$ cat src/rtl/vout_mon_params.svh
`ifndef VOUT_MON_PARAMS_SVH
`define VOUT_MON_PARAMS_SVH

// register byte offsets
`define OFF_CTRL        12'h000
`define OFF_PG_ON       12'h004
`define OFF_PG_OFF      12'h008
`define OFF_OV_FAULT    12'h00c
`define OFF_OV_WARN     12'h010
`define OFF_UV_FAULT    12'h014
`define OFF_UV_WARN     12'h018
`define OFF_PG_DELAY    12'h01c
`define OFF_READ_VOUT   12'h020
`define OFF_STATUS      12'h024
`define OFF_VID_BAND    12'h028
// ctrl bits
`define CTRL_RUN_BIT    0
`define CTRL_VID_BIT    1
`define CTRL_OV_IGN_BIT 2
`define CTRL_ZERO_BIT   3
// status bits (sticky, write one to clear)
`define ST_OV_FAULT     0
`define ST_OV_WARN      1
`define ST_UV_FAULT     2
`define ST_UV_WARN      3
`define ST_W            4
// tracking offsets in 1/256 V codes: 630 mV and 655 mV
`define PG_TRACK_MV     630
`define OV_TRACK_MV     655
`define PG_TRACK_CODE   16'd161
`define OV_TRACK_CODE   16'd168
// timing at 100 MHz
`define CLK_MHZ         100
`define OV_TRIP_NS      200
`define OV_TRIP_CYC     8'd20
`define MS_CYC_DEFAULT  100000
`define PG_DELAY_MAX    4'd10
// reset values
`define CTRL_RST        4'h1
`define PG_ON_RST       16'h00e6
`define PG_OFF_RST      16'h00cc
`define OV_FAULT_RST    16'h0133
`define OV_WARN_RST     16'h0120
`define UV_FAULT_RST    16'h00b3
`define UV_WARN_RST     16'h00c0
`define VID_BAND_RST    16'h000d
`define AXI_OKAY        2'b00
`define AXI_SLVERR      2'b10

`endif

$ cat src/rtl/vout_mon_pkg.sv
package vout_mon_pkg;
    typedef logic [15:0] code_t;
    typedef enum logic [1:0] {
        PG_LOW   = 2'b00,
        PG_WAIT  = 2'b01,
        PG_HIGH  = 2'b10
    } pg_state_t;
endpackage

$ cat src/rtl/vout_monitor_power_good_output_ovp.sv
`timescale 1ns/1ps
`include "vout_mon_params.svh"

// Function
// - reported voltage comes from sense samples, 1/256 V per code
// - digital compare for ov warn, uv fault and uv warn limits
// - power good high inside the threshold window, low otherwise
// - rising threshold from pg on limit, falling from pg off limit
// - pg thresholds beyond 630 mV of vout track at 630 mV offset
// - zero delay setting asserts power good at once
// - command mode delay 0 to 10 ms in 1 ms steps
// - vid mode ignores programmed pg thresholds
// - vid mode asserts power good inside tolerance band of boot voltage
// - vid mode keeps power good through transitions until fault shutdown
// - vid mode optionally drops power good on a 0 V command
// - ov limit beyond 655 mV above vout tracks at 655 mV offset
// - ov trip signal raised 200 ns after sense exceeds limit
// - default ov response latches high side off and drops power good
// - default ov response keeps low side on until sense below limit
// - high side stays off until supply, enable or operation cycles
// - ignore response leaves conversion running on overvoltage
// - ignored overvoltage still sets status and alert
// - ov detection active in command and vid modes
module vout_monitor_power_good_output_ovp #(
    parameter int MS_CYC = `MS_CYC_DEFAULT
) (
    // clock and reset
    input  wire logic                  sys_clk,
    input  wire logic                  rst,
    // axi4-lite write address
    input  wire logic [11:0]           s_axi_awaddr,
    input  wire logic                  s_axi_awvalid,
    output logic                       s_axi_awready,
    // axi4-lite write data
    input  wire logic [31:0]           s_axi_wdata,
    input  wire logic [3:0]            s_axi_wstrb,
    input  wire logic                  s_axi_wvalid,
    output logic                       s_axi_wready,
    // axi4-lite write response
    output logic [1:0]                 s_axi_bresp,
    output logic                       s_axi_bvalid,
    input  wire logic                  s_axi_bready,
    // axi4-lite read
    input  wire logic [11:0]           s_axi_araddr,
    input  wire logic                  s_axi_arvalid,
    output logic                       s_axi_arready,
    output logic [31:0]                s_axi_rdata,
    output logic [1:0]                 s_axi_rresp,
    output logic                       s_axi_rvalid,
    input  wire logic                  s_axi_rready,
    // sense and regulation inputs
    input  wire vout_mon_pkg::code_t   sense_code,
    input  wire vout_mon_pkg::code_t   vout_target,
    input  wire vout_mon_pkg::code_t   boot_code,
    input  wire logic                  enable_in,
    input  wire logic                  conv_fault,
    // outputs
    output logic                       power_good_output,
    output logic                       high_side_drive,
    output logic                       low_side_drive,
    output logic                       alert_output
);
    import vout_mon_pkg::*;

    // register state
    logic [3:0]  ctrl_reg, ctrl_next;
    code_t       pg_on_reg, pg_on_next, pg_off_reg, pg_off_next;
    code_t       ovf_reg, ovf_next, ovw_reg, ovw_next;
    code_t       uvf_reg, uvf_next, uvw_reg, uvw_next;
    code_t       band_reg, band_next, vout_reg, vout_next;
    logic [3:0]  dly_reg, dly_next;
    logic [`ST_W-1:0] status_reg, status_next;
    // bus state
    logic        aw_hold_reg, aw_hold_next, w_hold_reg, w_hold_next;
    logic [11:0] awaddr_reg, awaddr_next;
    logic [31:0] wdata_reg, wdata_next;
    logic        bvalid_reg, bvalid_next, rvalid_reg, rvalid_next;
    logic [1:0]  bresp_reg, bresp_next, rresp_reg, rresp_next;
    logic [31:0] rdata_reg, rdata_next;
    logic        awready_reg, awready_next, wready_reg, wready_next, arready_reg, arready_next;
    // monitor state
    pg_state_t   pg_state_reg, pg_state_next;
    logic [16:0] ms_cnt_reg, ms_cnt_next;
    logic [3:0]  ms_left_reg, ms_left_next;
    logic [7:0]  ov_cnt_reg, ov_cnt_next;
    logic        ov_trip_reg, ov_trip_next, hs_latch_reg, hs_latch_next;
    logic        pg_reg, pg_next, hs_reg, hs_next, ls_reg, ls_next;
    logic        alert_reg, alert_next, en_d_reg, run_d_reg;
    // helper terms
    code_t       pg_on_eff, pg_off_eff, ov_eff, pg_on_lim, pg_off_lim, ov_lim;
    logic        do_write, in_window, above_off, in_band, ov_above, restart;
    logic [`ST_W-1:0] events;

    // effective limits clamp to the tracking offsets
    always_comb begin
        pg_on_lim  = vout_target - `PG_TRACK_CODE;
        pg_off_lim = vout_target - `PG_TRACK_CODE;
        ov_lim     = vout_target + `OV_TRACK_CODE;
        pg_on_eff  = (pg_on_reg < pg_on_lim) ? pg_on_lim : pg_on_reg;
        pg_off_eff = (pg_off_reg < pg_off_lim) ? pg_off_lim : pg_off_reg;
        ov_eff     = (ovf_reg > ov_lim) ? ov_lim : ovf_reg;
    end

    // window compares, rising vs falling threshold
    always_comb begin
        above_off = sense_code >= pg_off_eff;
        in_window = (pg_state_reg == PG_LOW) ?
                    (sense_code >= pg_on_eff && sense_code < ov_eff) :
                    (above_off && sense_code < ov_eff);
        in_band   = (sense_code + band_reg >= boot_code) &&
                    (sense_code <= boot_code + band_reg);
        ov_above  = sense_code > ov_eff;
        restart   = (!enable_in && en_d_reg) || (ctrl_reg[`CTRL_RUN_BIT] && !run_d_reg);
    end

    // digital warnings and faults
    always_comb begin
        events = '0;
        events[`ST_OV_FAULT] = ov_trip_reg;
        events[`ST_OV_WARN]  = sense_code > ovw_reg;
        events[`ST_UV_FAULT] = sense_code < uvf_reg;
        events[`ST_UV_WARN]  = sense_code < uvw_reg;
    end

    // axi write/read channel handling and register updates
    always_comb begin
        aw_hold_next = aw_hold_reg;
        w_hold_next  = w_hold_reg;
        awaddr_next  = awaddr_reg;
        wdata_next   = wdata_reg;
        bvalid_next  = bvalid_reg && !s_axi_bready;
        bresp_next   = bresp_reg;
        rvalid_next  = rvalid_reg && !s_axi_rready;
        rresp_next   = rresp_reg;
        rdata_next   = rdata_reg;
        ctrl_next = ctrl_reg;
        pg_on_next = pg_on_reg;
        pg_off_next = pg_off_reg;
        ovf_next = ovf_reg;
        ovw_next = ovw_reg;
        uvf_next = uvf_reg;
        uvw_next = uvw_reg;
        band_next = band_reg;
        dly_next = dly_reg;
        status_next = status_reg;
        if (s_axi_awvalid && s_axi_awready) begin
            aw_hold_next = 1'b1;
            awaddr_next  = s_axi_awaddr;
        end
        if (s_axi_wvalid && s_axi_wready) begin
            w_hold_next = 1'b1;
            wdata_next  = s_axi_wdata;
        end
        do_write = aw_hold_reg && w_hold_reg && !bvalid_reg;
        if (do_write) begin
            aw_hold_next = 1'b0;
            w_hold_next  = 1'b0;
            bvalid_next  = 1'b1;
            bresp_next   = `AXI_OKAY;
            case (awaddr_reg)
                `OFF_CTRL:     ctrl_next   = wdata_reg[3:0];
                `OFF_PG_ON:    pg_on_next  = wdata_reg[15:0];
                `OFF_PG_OFF:   pg_off_next = wdata_reg[15:0];
                `OFF_OV_FAULT: ovf_next    = wdata_reg[15:0];
                `OFF_OV_WARN:  ovw_next    = wdata_reg[15:0];
                `OFF_UV_FAULT: uvf_next    = wdata_reg[15:0];
                `OFF_UV_WARN:  uvw_next    = wdata_reg[15:0];
                `OFF_VID_BAND: band_next   = wdata_reg[15:0];
                `OFF_PG_DELAY: dly_next = (wdata_reg[3:0] > `PG_DELAY_MAX) ?
                                          `PG_DELAY_MAX : wdata_reg[3:0];
                `OFF_STATUS:   status_next = status_reg & ~wdata_reg[`ST_W-1:0];
                `OFF_READ_VOUT: bresp_next = `AXI_SLVERR;
                default:       bresp_next  = `AXI_SLVERR;
            endcase
        end
        // hardware set wins over software clear
        status_next = status_next | events;
        if (s_axi_arvalid && s_axi_arready) begin
            rvalid_next = 1'b1;
            rresp_next  = `AXI_OKAY;
            rdata_next  = 32'h0000_0000;
            case (s_axi_araddr)
                `OFF_CTRL:      rdata_next = {28'h0, ctrl_reg};
                `OFF_PG_ON:     rdata_next = {16'h0, pg_on_reg};
                `OFF_PG_OFF:    rdata_next = {16'h0, pg_off_reg};
                `OFF_OV_FAULT:  rdata_next = {16'h0, ovf_reg};
                `OFF_OV_WARN:   rdata_next = {16'h0, ovw_reg};
                `OFF_UV_FAULT:  rdata_next = {16'h0, uvf_reg};
                `OFF_UV_WARN:   rdata_next = {16'h0, uvw_reg};
                `OFF_VID_BAND:  rdata_next = {16'h0, band_reg};
                `OFF_PG_DELAY:  rdata_next = {28'h0, dly_reg};
                `OFF_READ_VOUT: rdata_next = {16'h0, vout_reg};
                `OFF_STATUS:    rdata_next = {28'h0, status_reg};
                default:        rresp_next = `AXI_SLVERR;
            endcase
        end
        // write ready flags follow the hold state and read ready follows read valid, so the pins come from flops
        awready_next = !aw_hold_next;
        wready_next  = !w_hold_next;
        arready_next = !rvalid_next;
    end

    // ov trip filter, latch and drive control
    always_comb begin
        ov_cnt_next   = ov_above ? ((ov_cnt_reg == `OV_TRIP_CYC) ? ov_cnt_reg
                                                                 : ov_cnt_reg + 8'd1) : 8'd0;
        ov_trip_next  = ov_above && (ov_cnt_reg >= `OV_TRIP_CYC - 8'd1);
        hs_latch_next = hs_latch_reg;
        if (restart)
            hs_latch_next = 1'b0;
        if (ov_trip_reg && !ctrl_reg[`CTRL_OV_IGN_BIT])
            hs_latch_next = 1'b1;
        vout_next = sense_code;
        hs_next   = enable_in && ctrl_reg[`CTRL_RUN_BIT] && !hs_latch_next &&
                    !conv_fault;
        ls_next   = hs_latch_next && ov_above;
        alert_next = |status_next;
    end

    // power good state machine with assertion delay
    always_comb begin
        pg_state_next = pg_state_reg;
        ms_cnt_next   = ms_cnt_reg;
        ms_left_next  = ms_left_reg;
        if (ctrl_reg[`CTRL_VID_BIT]) begin
            // thresholds ignored in vid mode
            case (pg_state_reg)
                PG_HIGH: if (conv_fault || hs_latch_next ||
                             (ctrl_reg[`CTRL_ZERO_BIT] && vout_target == 16'h0000))
                             pg_state_next = PG_LOW;
                default: pg_state_next = (in_band && !hs_latch_next && !conv_fault) ?
                                         PG_HIGH : PG_LOW;
            endcase
        end else begin
            case (pg_state_reg)
                PG_LOW: begin
                    if (in_window && !hs_latch_next) begin
                        if (dly_reg == 4'h0) begin
                            pg_state_next = PG_HIGH;
                        end else begin
                            pg_state_next = PG_WAIT;
                            ms_cnt_next   = 17'd0;
                            ms_left_next  = dly_reg;
                        end
                    end
                end
                PG_WAIT: begin
                    if (!in_window) begin
                        pg_state_next = PG_LOW;
                    end else if (ms_cnt_reg == 17'(MS_CYC - 1)) begin
                        ms_cnt_next  = 17'd0;
                        ms_left_next = ms_left_reg - 4'd1;
                        if (ms_left_reg == 4'd1)
                            pg_state_next = PG_HIGH;
                    end else begin
                        ms_cnt_next = ms_cnt_reg + 17'd1;
                    end
                end
                PG_HIGH: if (!in_window || hs_latch_next) pg_state_next = PG_LOW;
                default: pg_state_next = PG_LOW;
            endcase
        end
        if (ov_trip_reg && !ctrl_reg[`CTRL_OV_IGN_BIT])
            pg_state_next = PG_LOW;
        pg_next = (pg_state_next == PG_HIGH);
    end

    // all registers
    always_ff @(posedge sys_clk or posedge rst) begin
        if (rst) begin
            ctrl_reg <= `CTRL_RST;
            pg_on_reg <= `PG_ON_RST;
            pg_off_reg <= `PG_OFF_RST;
            ovf_reg <= `OV_FAULT_RST;
            ovw_reg <= `OV_WARN_RST;
            uvf_reg <= `UV_FAULT_RST;
            uvw_reg <= `UV_WARN_RST;
            band_reg <= `VID_BAND_RST;
            dly_reg <= 4'h0;
            status_reg <= '0;
            vout_reg <= 16'h0000;
            aw_hold_reg <= 1'b0;
            w_hold_reg <= 1'b0;
            awaddr_reg <= 12'h000;
            wdata_reg <= 32'h0000_0000;
            bvalid_reg <= 1'b0;
            bresp_reg <= 2'b00;
            rvalid_reg <= 1'b0;
            rresp_reg <= 2'b00;
            rdata_reg <= 32'h0000_0000;
            awready_reg <= 1'b1;
            wready_reg <= 1'b1;
            arready_reg <= 1'b1;
            pg_state_reg <= PG_LOW;
            ms_cnt_reg <= 17'd0;
            ms_left_reg <= 4'h0;
            ov_cnt_reg <= 8'd0;
            ov_trip_reg <= 1'b0;
            hs_latch_reg <= 1'b0;
            pg_reg <= 1'b0;
            hs_reg <= 1'b0;
            ls_reg <= 1'b0;
            alert_reg <= 1'b0;
            en_d_reg <= 1'b0;
            run_d_reg <= 1'b1;
        end else begin
            ctrl_reg <= ctrl_next;
            pg_on_reg <= pg_on_next;
            pg_off_reg <= pg_off_next;
            ovf_reg <= ovf_next;
            ovw_reg <= ovw_next;
            uvf_reg <= uvf_next;
            uvw_reg <= uvw_next;
            band_reg <= band_next;
            dly_reg <= dly_next;
            status_reg <= status_next;
            vout_reg <= vout_next;
            aw_hold_reg <= aw_hold_next;
            w_hold_reg <= w_hold_next;
            awaddr_reg <= awaddr_next;
            wdata_reg <= wdata_next;
            bvalid_reg <= bvalid_next;
            bresp_reg <= bresp_next;
            rvalid_reg <= rvalid_next;
            rresp_reg <= rresp_next;
            rdata_reg <= rdata_next;
            awready_reg <= awready_next;
            wready_reg <= wready_next;
            arready_reg <= arready_next;
            pg_state_reg <= pg_state_next;
            ms_cnt_reg <= ms_cnt_next;
            ms_left_reg <= ms_left_next;
            ov_cnt_reg <= ov_cnt_next;
            ov_trip_reg <= ov_trip_next;
            hs_latch_reg <= hs_latch_next;
            pg_reg <= pg_next;
            hs_reg <= hs_next;
            ls_reg <= ls_next;
            alert_reg <= alert_next;
            en_d_reg <= enable_in;
            run_d_reg <= ctrl_reg[`CTRL_RUN_BIT];
        end
    end

    // outputs straight from flops
    assign s_axi_awready     = awready_reg;
    assign s_axi_wready      = wready_reg;
    assign s_axi_bvalid      = bvalid_reg;
    assign s_axi_bresp       = bresp_reg;
    assign s_axi_arready     = arready_reg;
    assign s_axi_rvalid      = rvalid_reg;
    assign s_axi_rresp       = rresp_reg;
    assign s_axi_rdata       = rdata_reg;
    assign power_good_output = pg_reg;
    assign high_side_drive   = hs_reg;
    assign low_side_drive    = ls_reg;
    assign alert_output      = alert_reg;
endmodule

$ cat config.mk
export PLATFORM = sky130hd
export DESIGN_NAME = vout_monitor_power_good_output_ovp
export DESIGN_NICKNAME = d
export VERILOG_FILES = /design/src/rtl/vout_mon_pkg.sv /design/src/rtl/vout_monitor_power_good_output_ovp.sv
export VERILOG_INCLUDE_DIRS = /design/src /design/src/rtl
export SDC_FILE = /design/constraint.sdc
export NUM_CORES = 1
export LEC_CHECK = 0
export BUFFER_PORTS_ARGS = -buffer_cell sky130_fd_sc_hd__buf_4
export CAP_MARGIN = 20
export CORE_MARGIN = 3
export CORE_UTILIZATION = 38
export DETAILED_ROUTE_END_ITERATION = 6
export PLACE_DENSITY = 0.67
export SLEW_MARGIN = 15
export SYNTH_ARGS = -nofsm -noshare
export SYNTH_HDL_FRONTEND = slang
export SYNTH_SLANG_ARGS = --single-unit
$ cat constraint.sdc
create_clock -name sys_clk -period 13.4 [get_ports sys_clk]
set_input_delay 4.02 -clock sys_clk [delete_from_list [all_inputs] [get_ports sys_clk]]
set_output_delay 4.02 -clock sys_clk [all_outputs]
set_load 0.01 [all_outputs]
==> flow_summary.html <==
<table>
<tr><th>Metric</th><th>Value</th></tr>
<tr><th colspan="2">Run status</th></tr>
<tr><td>Outcome</td><td>finished clean</td></tr>
<tr><th colspan="2">Setup path</th></tr>
<tr><td>Type of element capturing the critical path</td><td>flip-flop</td></tr>
<tr><td>Longest individual stage delay on the worst path</td><td>0.80 ns</td></tr>
<tr><td>Setup slack of the worst register-to-register path</td><td>7.99 ns</td></tr>
<tr><td>Critical-path maximum fanout</td><td>28</td></tr>
<tr><td>Arrival time at the worst endpoint</td><td>10.72 ns</td></tr>
<tr><td>Data required time of the worst path</td><td>13.81 ns</td></tr>
<tr><td>Top cell family by delay on the critical path</td><td>simple AND/OR/NAND/NOR gates</td></tr>
<tr><td>Type of origin of the critical path</td><td>input port</td></tr>
<tr><td>Cell count of the worst reg-to-reg path</td><td>20</td></tr>
<tr><td>Combined buffer and inverter count along the critical path</td><td>4</td></tr>
<tr><td>Critical-path top delay cell</td><td>or4b_4</td></tr>
<tr><td>Classification of the worst setup path</td><td>input port to flip-flop</td></tr>
<tr><td>Most common cell type on the critical path</td><td>a21oi_1</td></tr>
<tr><td>Stages on the worst setup path</td><td>27</td></tr>
<tr><th colspan="2">Place</th></tr>
<tr><td>Port bufs</td><td>123</td></tr>
<tr><td>Placed Instance Area</td><td>17900 µm²</td></tr>
<tr><td>Dpl hpwl</td><td>37200 µm</td></tr>
<tr><td>GP Congestion</td><td>0.907</td></tr>
<tr><th colspan="2">Logic synthesis</th></tr>
<tr><td>Post-synthesis cell type count</td><td>69</td></tr>
<tr><td>Number of flops mapped to enable cells by yosys</td><td>0</td></tr>
<tr><td>Most instantiated library cell after synthesis</td><td>ha_1</td></tr>
<tr><td>Ys Warns</td><td>0</td></tr>
<tr><td>Sequential fraction of the synthesis area</td><td>35.5%</td></tr>
<tr><td>Gate count after technology mapping</td><td>1690</td></tr>
<tr><td>Area of the mapped netlist</td><td>16500 µm²</td></tr>
<tr><td>Primary FF master, synth</td><td>dfrtp_1</td></tr>
<tr><td>Cells taking the most area after synthesis</td><td>dfrtp_1, ha_1, mux2_2, dfstp_2, o21ai_0</td></tr>
<tr><td>Most area-hungry cell type in the Yosys netlist</td><td>dfrtp_1</td></tr>
<tr><td>Yosys top cell area share</td><td>30.5%</td></tr>
<tr><td>#FFs+latches synth</td><td>232</td></tr>
<tr><td>Most used standard cells in the synthesized netlist</td><td>ha_1, dfrtp_1, mux2_2</td></tr>
<tr><td>Mean area per synthesized cell</td><td>9.75 µm²</td></tr>
<tr><td>Share of async-settable or async-resettable flops after synthesis</td><td>100%</td></tr>
<tr><th colspan="2">Timing</th></tr>
<tr><td>Final critical delay including setup and external delays</td><td>10.31 ns</td></tr>
<tr><td>Least-Margin Pin Slew</td><td>1.10 ns</td></tr>
<tr><td>Relative slew margins</td><td>25.9%</td></tr>
<tr><td>Total setup violations reported at the end of the flow</td><td>0</td></tr>
<tr><td>Number of hold-slack violations in the final timing report</td><td>0</td></tr>
<tr><td>Setup TNS after final layout</td><td>0 ns</td></tr>
<tr><td>Worst Skew</td><td>0.0204 ns</td></tr>
<tr><td>Number of max-slew violations in the final report</td><td>0</td></tr>
<tr><td>Fraction of the cycle the final worst path needs</td><td>76.9%</td></tr>
<tr><td>Final hold slack</td><td>0.415 ns</td></tr>
<tr><td>Highest achievable clock rate</td><td>0.0970 GHz</td></tr>
<tr><td>Unrepaired setup endpoints after global routing</td><td>no</td></tr>
<tr><th colspan="2">Pwr</th></tr>
<tr><td>Power, Total</td><td>2.10 mW</td></tr>
<tr><td>Share of total power in the clock network</td><td>39.0%</td></tr>
<tr><td>Design internal power</td><td>1.47 mW</td></tr>
<tr><td>Worst ir drop on vdd</td><td>0.0648 mV</td></tr>
<tr><td>Proportion of total power due to net switching</td><td>30.3%</td></tr>
<tr><td>Power density over the cells</td><td>111 nW/µm²</td></tr>
<tr><td>Power share of the combinational group</td><td>17.1%</td></tr>
<tr><td>Sequential fraction of design power</td><td>43.9%</td></tr>
<tr><td>Leak pwr</td><td>8.66 nW</td></tr>
<tr><td>Reported net switching power</td><td>0.637 mW</td></tr>
<tr><th colspan="2">Clock network</th></tr>
<tr><td>Clock tree root driver cell</td><td>clkbuf_16</td></tr>
<tr><td>Post-CTS repair timing setup buffer count</td><td>0</td></tr>
<tr><td>Maximum root-to-sink buffer count</td><td>3</td></tr>
<tr><td>Number of levels the H-tree was split into</td><td>1</td></tr>
<tr><td>Total CTS buffers</td><td>27</td></tr>
<tr><td>Number of sinks handled by clock tree synthesis</td><td>232</td></tr>
<tr><td>Clock latency on the worst-skew pair</td><td>0.54 ns</td></tr>
<tr><td>CTS tree</td><td>done</td></tr>
<tr><td>Post-cts gate resize count</td><td>0</td></tr>
<tr><td>Hold Buf Count CTS</td><td>0</td></tr>
<tr><td>CTS clk-pin slew, worst paths</td><td>0.06 ns</td></tr>
<tr><th colspan="2">Route</th></tr>
<tr><td>Post-DR wirelength/cell</td><td>20.4 µm</td></tr>
<tr><td>Vias per Instance</td><td>5.57</td></tr>
<tr><td>Number of nets with antenna violations after detailed routing</td><td>0</td></tr>
<tr><td>Aggregate routed wire length</td><td>48700 µm</td></tr>
<tr><td>Total via count in the routed design</td><td>13300</td></tr>
<tr><td>Number of iterations in the first detailed-routing pass</td><td>5</td></tr>
<tr><td>DRC errors left</td><td>0</td></tr>
<tr><td>Iteration-0 DRC count of the detailed router</td><td>992</td></tr>
<tr><th colspan="2">Layout</th></tr>
<tr><td>Count of filler cells inserted in the layout</td><td>4038</td></tr>
<tr><td>Area Overhead vs Synth</td><td>14.8%</td></tr>
<tr><td>Final core utilization</td><td>44.6%</td></tr>
<tr><td>Flip-flop count of the largest register, all copies and words added</td><td>17</td></tr>
<tr><td>Final #Nets</td><td>2118</td></tr>
<tr><td>Post-route standard cell area excluding fillers</td><td>18900 µm²</td></tr>
<tr><td>Layout cell share with drive strength beyond 1</td><td>20.3%</td></tr>
<tr><th colspan="2">Global route</th></tr>
<tr><td>Busiest grt layer</td><td>met2</td></tr>
<tr><td>Overall routing resource usage</td><td>20.5%</td></tr>
<tr><td>Grt met1 use</td><td>26.1%</td></tr>
<tr><td>Met3 Resource Use GR</td><td>3.81%</td></tr>
<tr><td>Maximum number of pins on one net before global-route repair</td><td>92</td></tr>
<tr><td>Global Route met2 Usage</td><td>35.3%</td></tr>
<tr><td>Vias in the first global route</td><td>13300</td></tr>
<tr><td>Remaining global-route overflow</td><td>0</td></tr>
<tr><td>Initial antenna violation count</td><td>2</td></tr>
<tr><td>Wire length of the first global-routing pass</td><td>75100 µm</td></tr>
<tr><th colspan="2">Floorplan</th></tr>
<tr><td>Die outline area</td><td>45900 µm²</td></tr>
<tr><td>Starting density of the core</td><td>38.9%</td></tr>
<tr><td>Boundary Pins</td><td>162</td></tr>
<tr><td>Total core area</td><td>42400 µm²</td></tr>
<tr><td>Site Rows</td><td>75</td></tr>
<tr><td>Die span in x</td><td>214 µm</td></tr>
<tr><td>Height of the die</td><td>214 µm</td></tr>
<tr><th colspan="2">Worst hold path</th></tr>
<tr><td>Type of the tightest min-delay check</td><td>flip-flop to flip-flop</td></tr>
<tr><td>Number of cells traversed by the worst hold path</td><td>0</td></tr>
<tr><th colspan="2">Run</th></tr>
<tr><td>Reported max-cap violation count</td><td>0</td></tr>
</table>
[power groups by stage]
stage          registers, mW  clock network, mW  logic [mW]
2_1_floorplan          0.843                  0       0.262
3_3_place_gp           0.930                  0       0.345
3_5_place_dp           0.933                  0       0.358
4_1_cts                0.921              0.833       0.361
5_1_grt                0.932              0.858       0.403
6_report               0.923              0.820       0.359
[path summary, 6_finish.rpt]
kind                                 from             end
hold / removal                ctrl_reg[0]       run_d_reg
min in group asynchronous             rst   ms_cnt_reg[9]
max in group asynchronous             rst    hs_latch_reg
setup reg to reg               ovf_reg[0]  ms_cnt_reg[15]
setup / recovery           vout_target[0]  ms_cnt_reg[15]
hold reg to reg               ctrl_reg[0]       run_d_reg
[layer usage]
| layer | vias to the layer above | wire (µm) |
|---|---|---|
| li1 | 6307 | - |
| met1 | 6558 | 20700 |
| met2 | 357 | 23600 |
| met3 | 97 | 2840 |
| met4 | 0 | 1620 |
| met5 | - | 0 |
[cell families (layout without fill, tap and decap cells)]
family,after synthesis,count (layout),share of synthesized area (%)
AOI/OAI and AO/OA,411,411,15.4
and+or+nand+nor,388,388,12.0
DFF,232,232,35.5
adders and majority gates,209,209,16.0
buffers and inverters,205,310,5.22
muxes,183,183,12.7
xor gates and xnor gates,61,61,3.24
other,1,19,0.0227
[metrics by stage]
stage	std cells	setup slack, ns
final	2390	3.09
after global routing	2389	2.72
after CTS	2387	3.21
after detailed placement	2338	2.68
after global placement	2338	2.82
after floorplan	1707	3.07
[cells in the final DEF, fill, tap and decap left out, types with 12 or more instances in the layout]
| cell | synthesis | final |
|---|---|---|
| dfstp_2 | 31 | 31 |
| a221oi_1 | 13 | 13 |
| o21ai_0 | 120 | 120 |
| nand2_1 | 113 | 113 |
| nor2_1 | 71 | 70 |
| xor2_1 | 23 | 23 |
| dfrtp_1 | 201 | 201 |
| inv_1 | 127 | 126 |
| clkbuf_16 | 0 | 27 |
| conb_1 | 1 | 18 |
| o31ai_1 | 13 | 13 |
| nor4_1 | 12 | 12 |
| a22oi_1 | 16 | 16 |
| nor2b_1 | 24 | 23 |
| nand3_1 | 36 | 36 |
| nand2b_1 | 20 | 20 |
| nand4_1 | 23 | 23 |
| nor3_1 | 21 | 21 |
| buf_4 | 20 | 132 |
| o21a_1 | 18 | 18 |
| a21o_1 | 43 | 43 |
| o211ai_1 | 12 | 12 |
| o22ai_1 | 16 | 16 |
| and3_1 | 16 | 16 |
| xnor2_1 | 38 | 38 |
| mux2_2 | 128 | 128 |
| ha_1 | 207 | 207 |
| a31oi_1 | 18 | 17 |
| mux2i_1 | 47 | 47 |
| a21oi_1 | 98 | 98 |
[final cells by class]
class | instances | area (µm²) | share of cell area (%)
clock inverter | 9 | 170 | 0.899
sequential | 232 | 5840 | 30.9
inverter | 127 | 484 | 2.56
multi-input combinational | 1270 | 9860 | 52.1
antenna | 1 | 2.50 | 0.0132
timing repair buffer | 134 | 1010 | 5.35
clock buffer | 40 | 835 | 4.41
tap | 577 | 722 | 3.81
(Power assumes the default switching activity.)
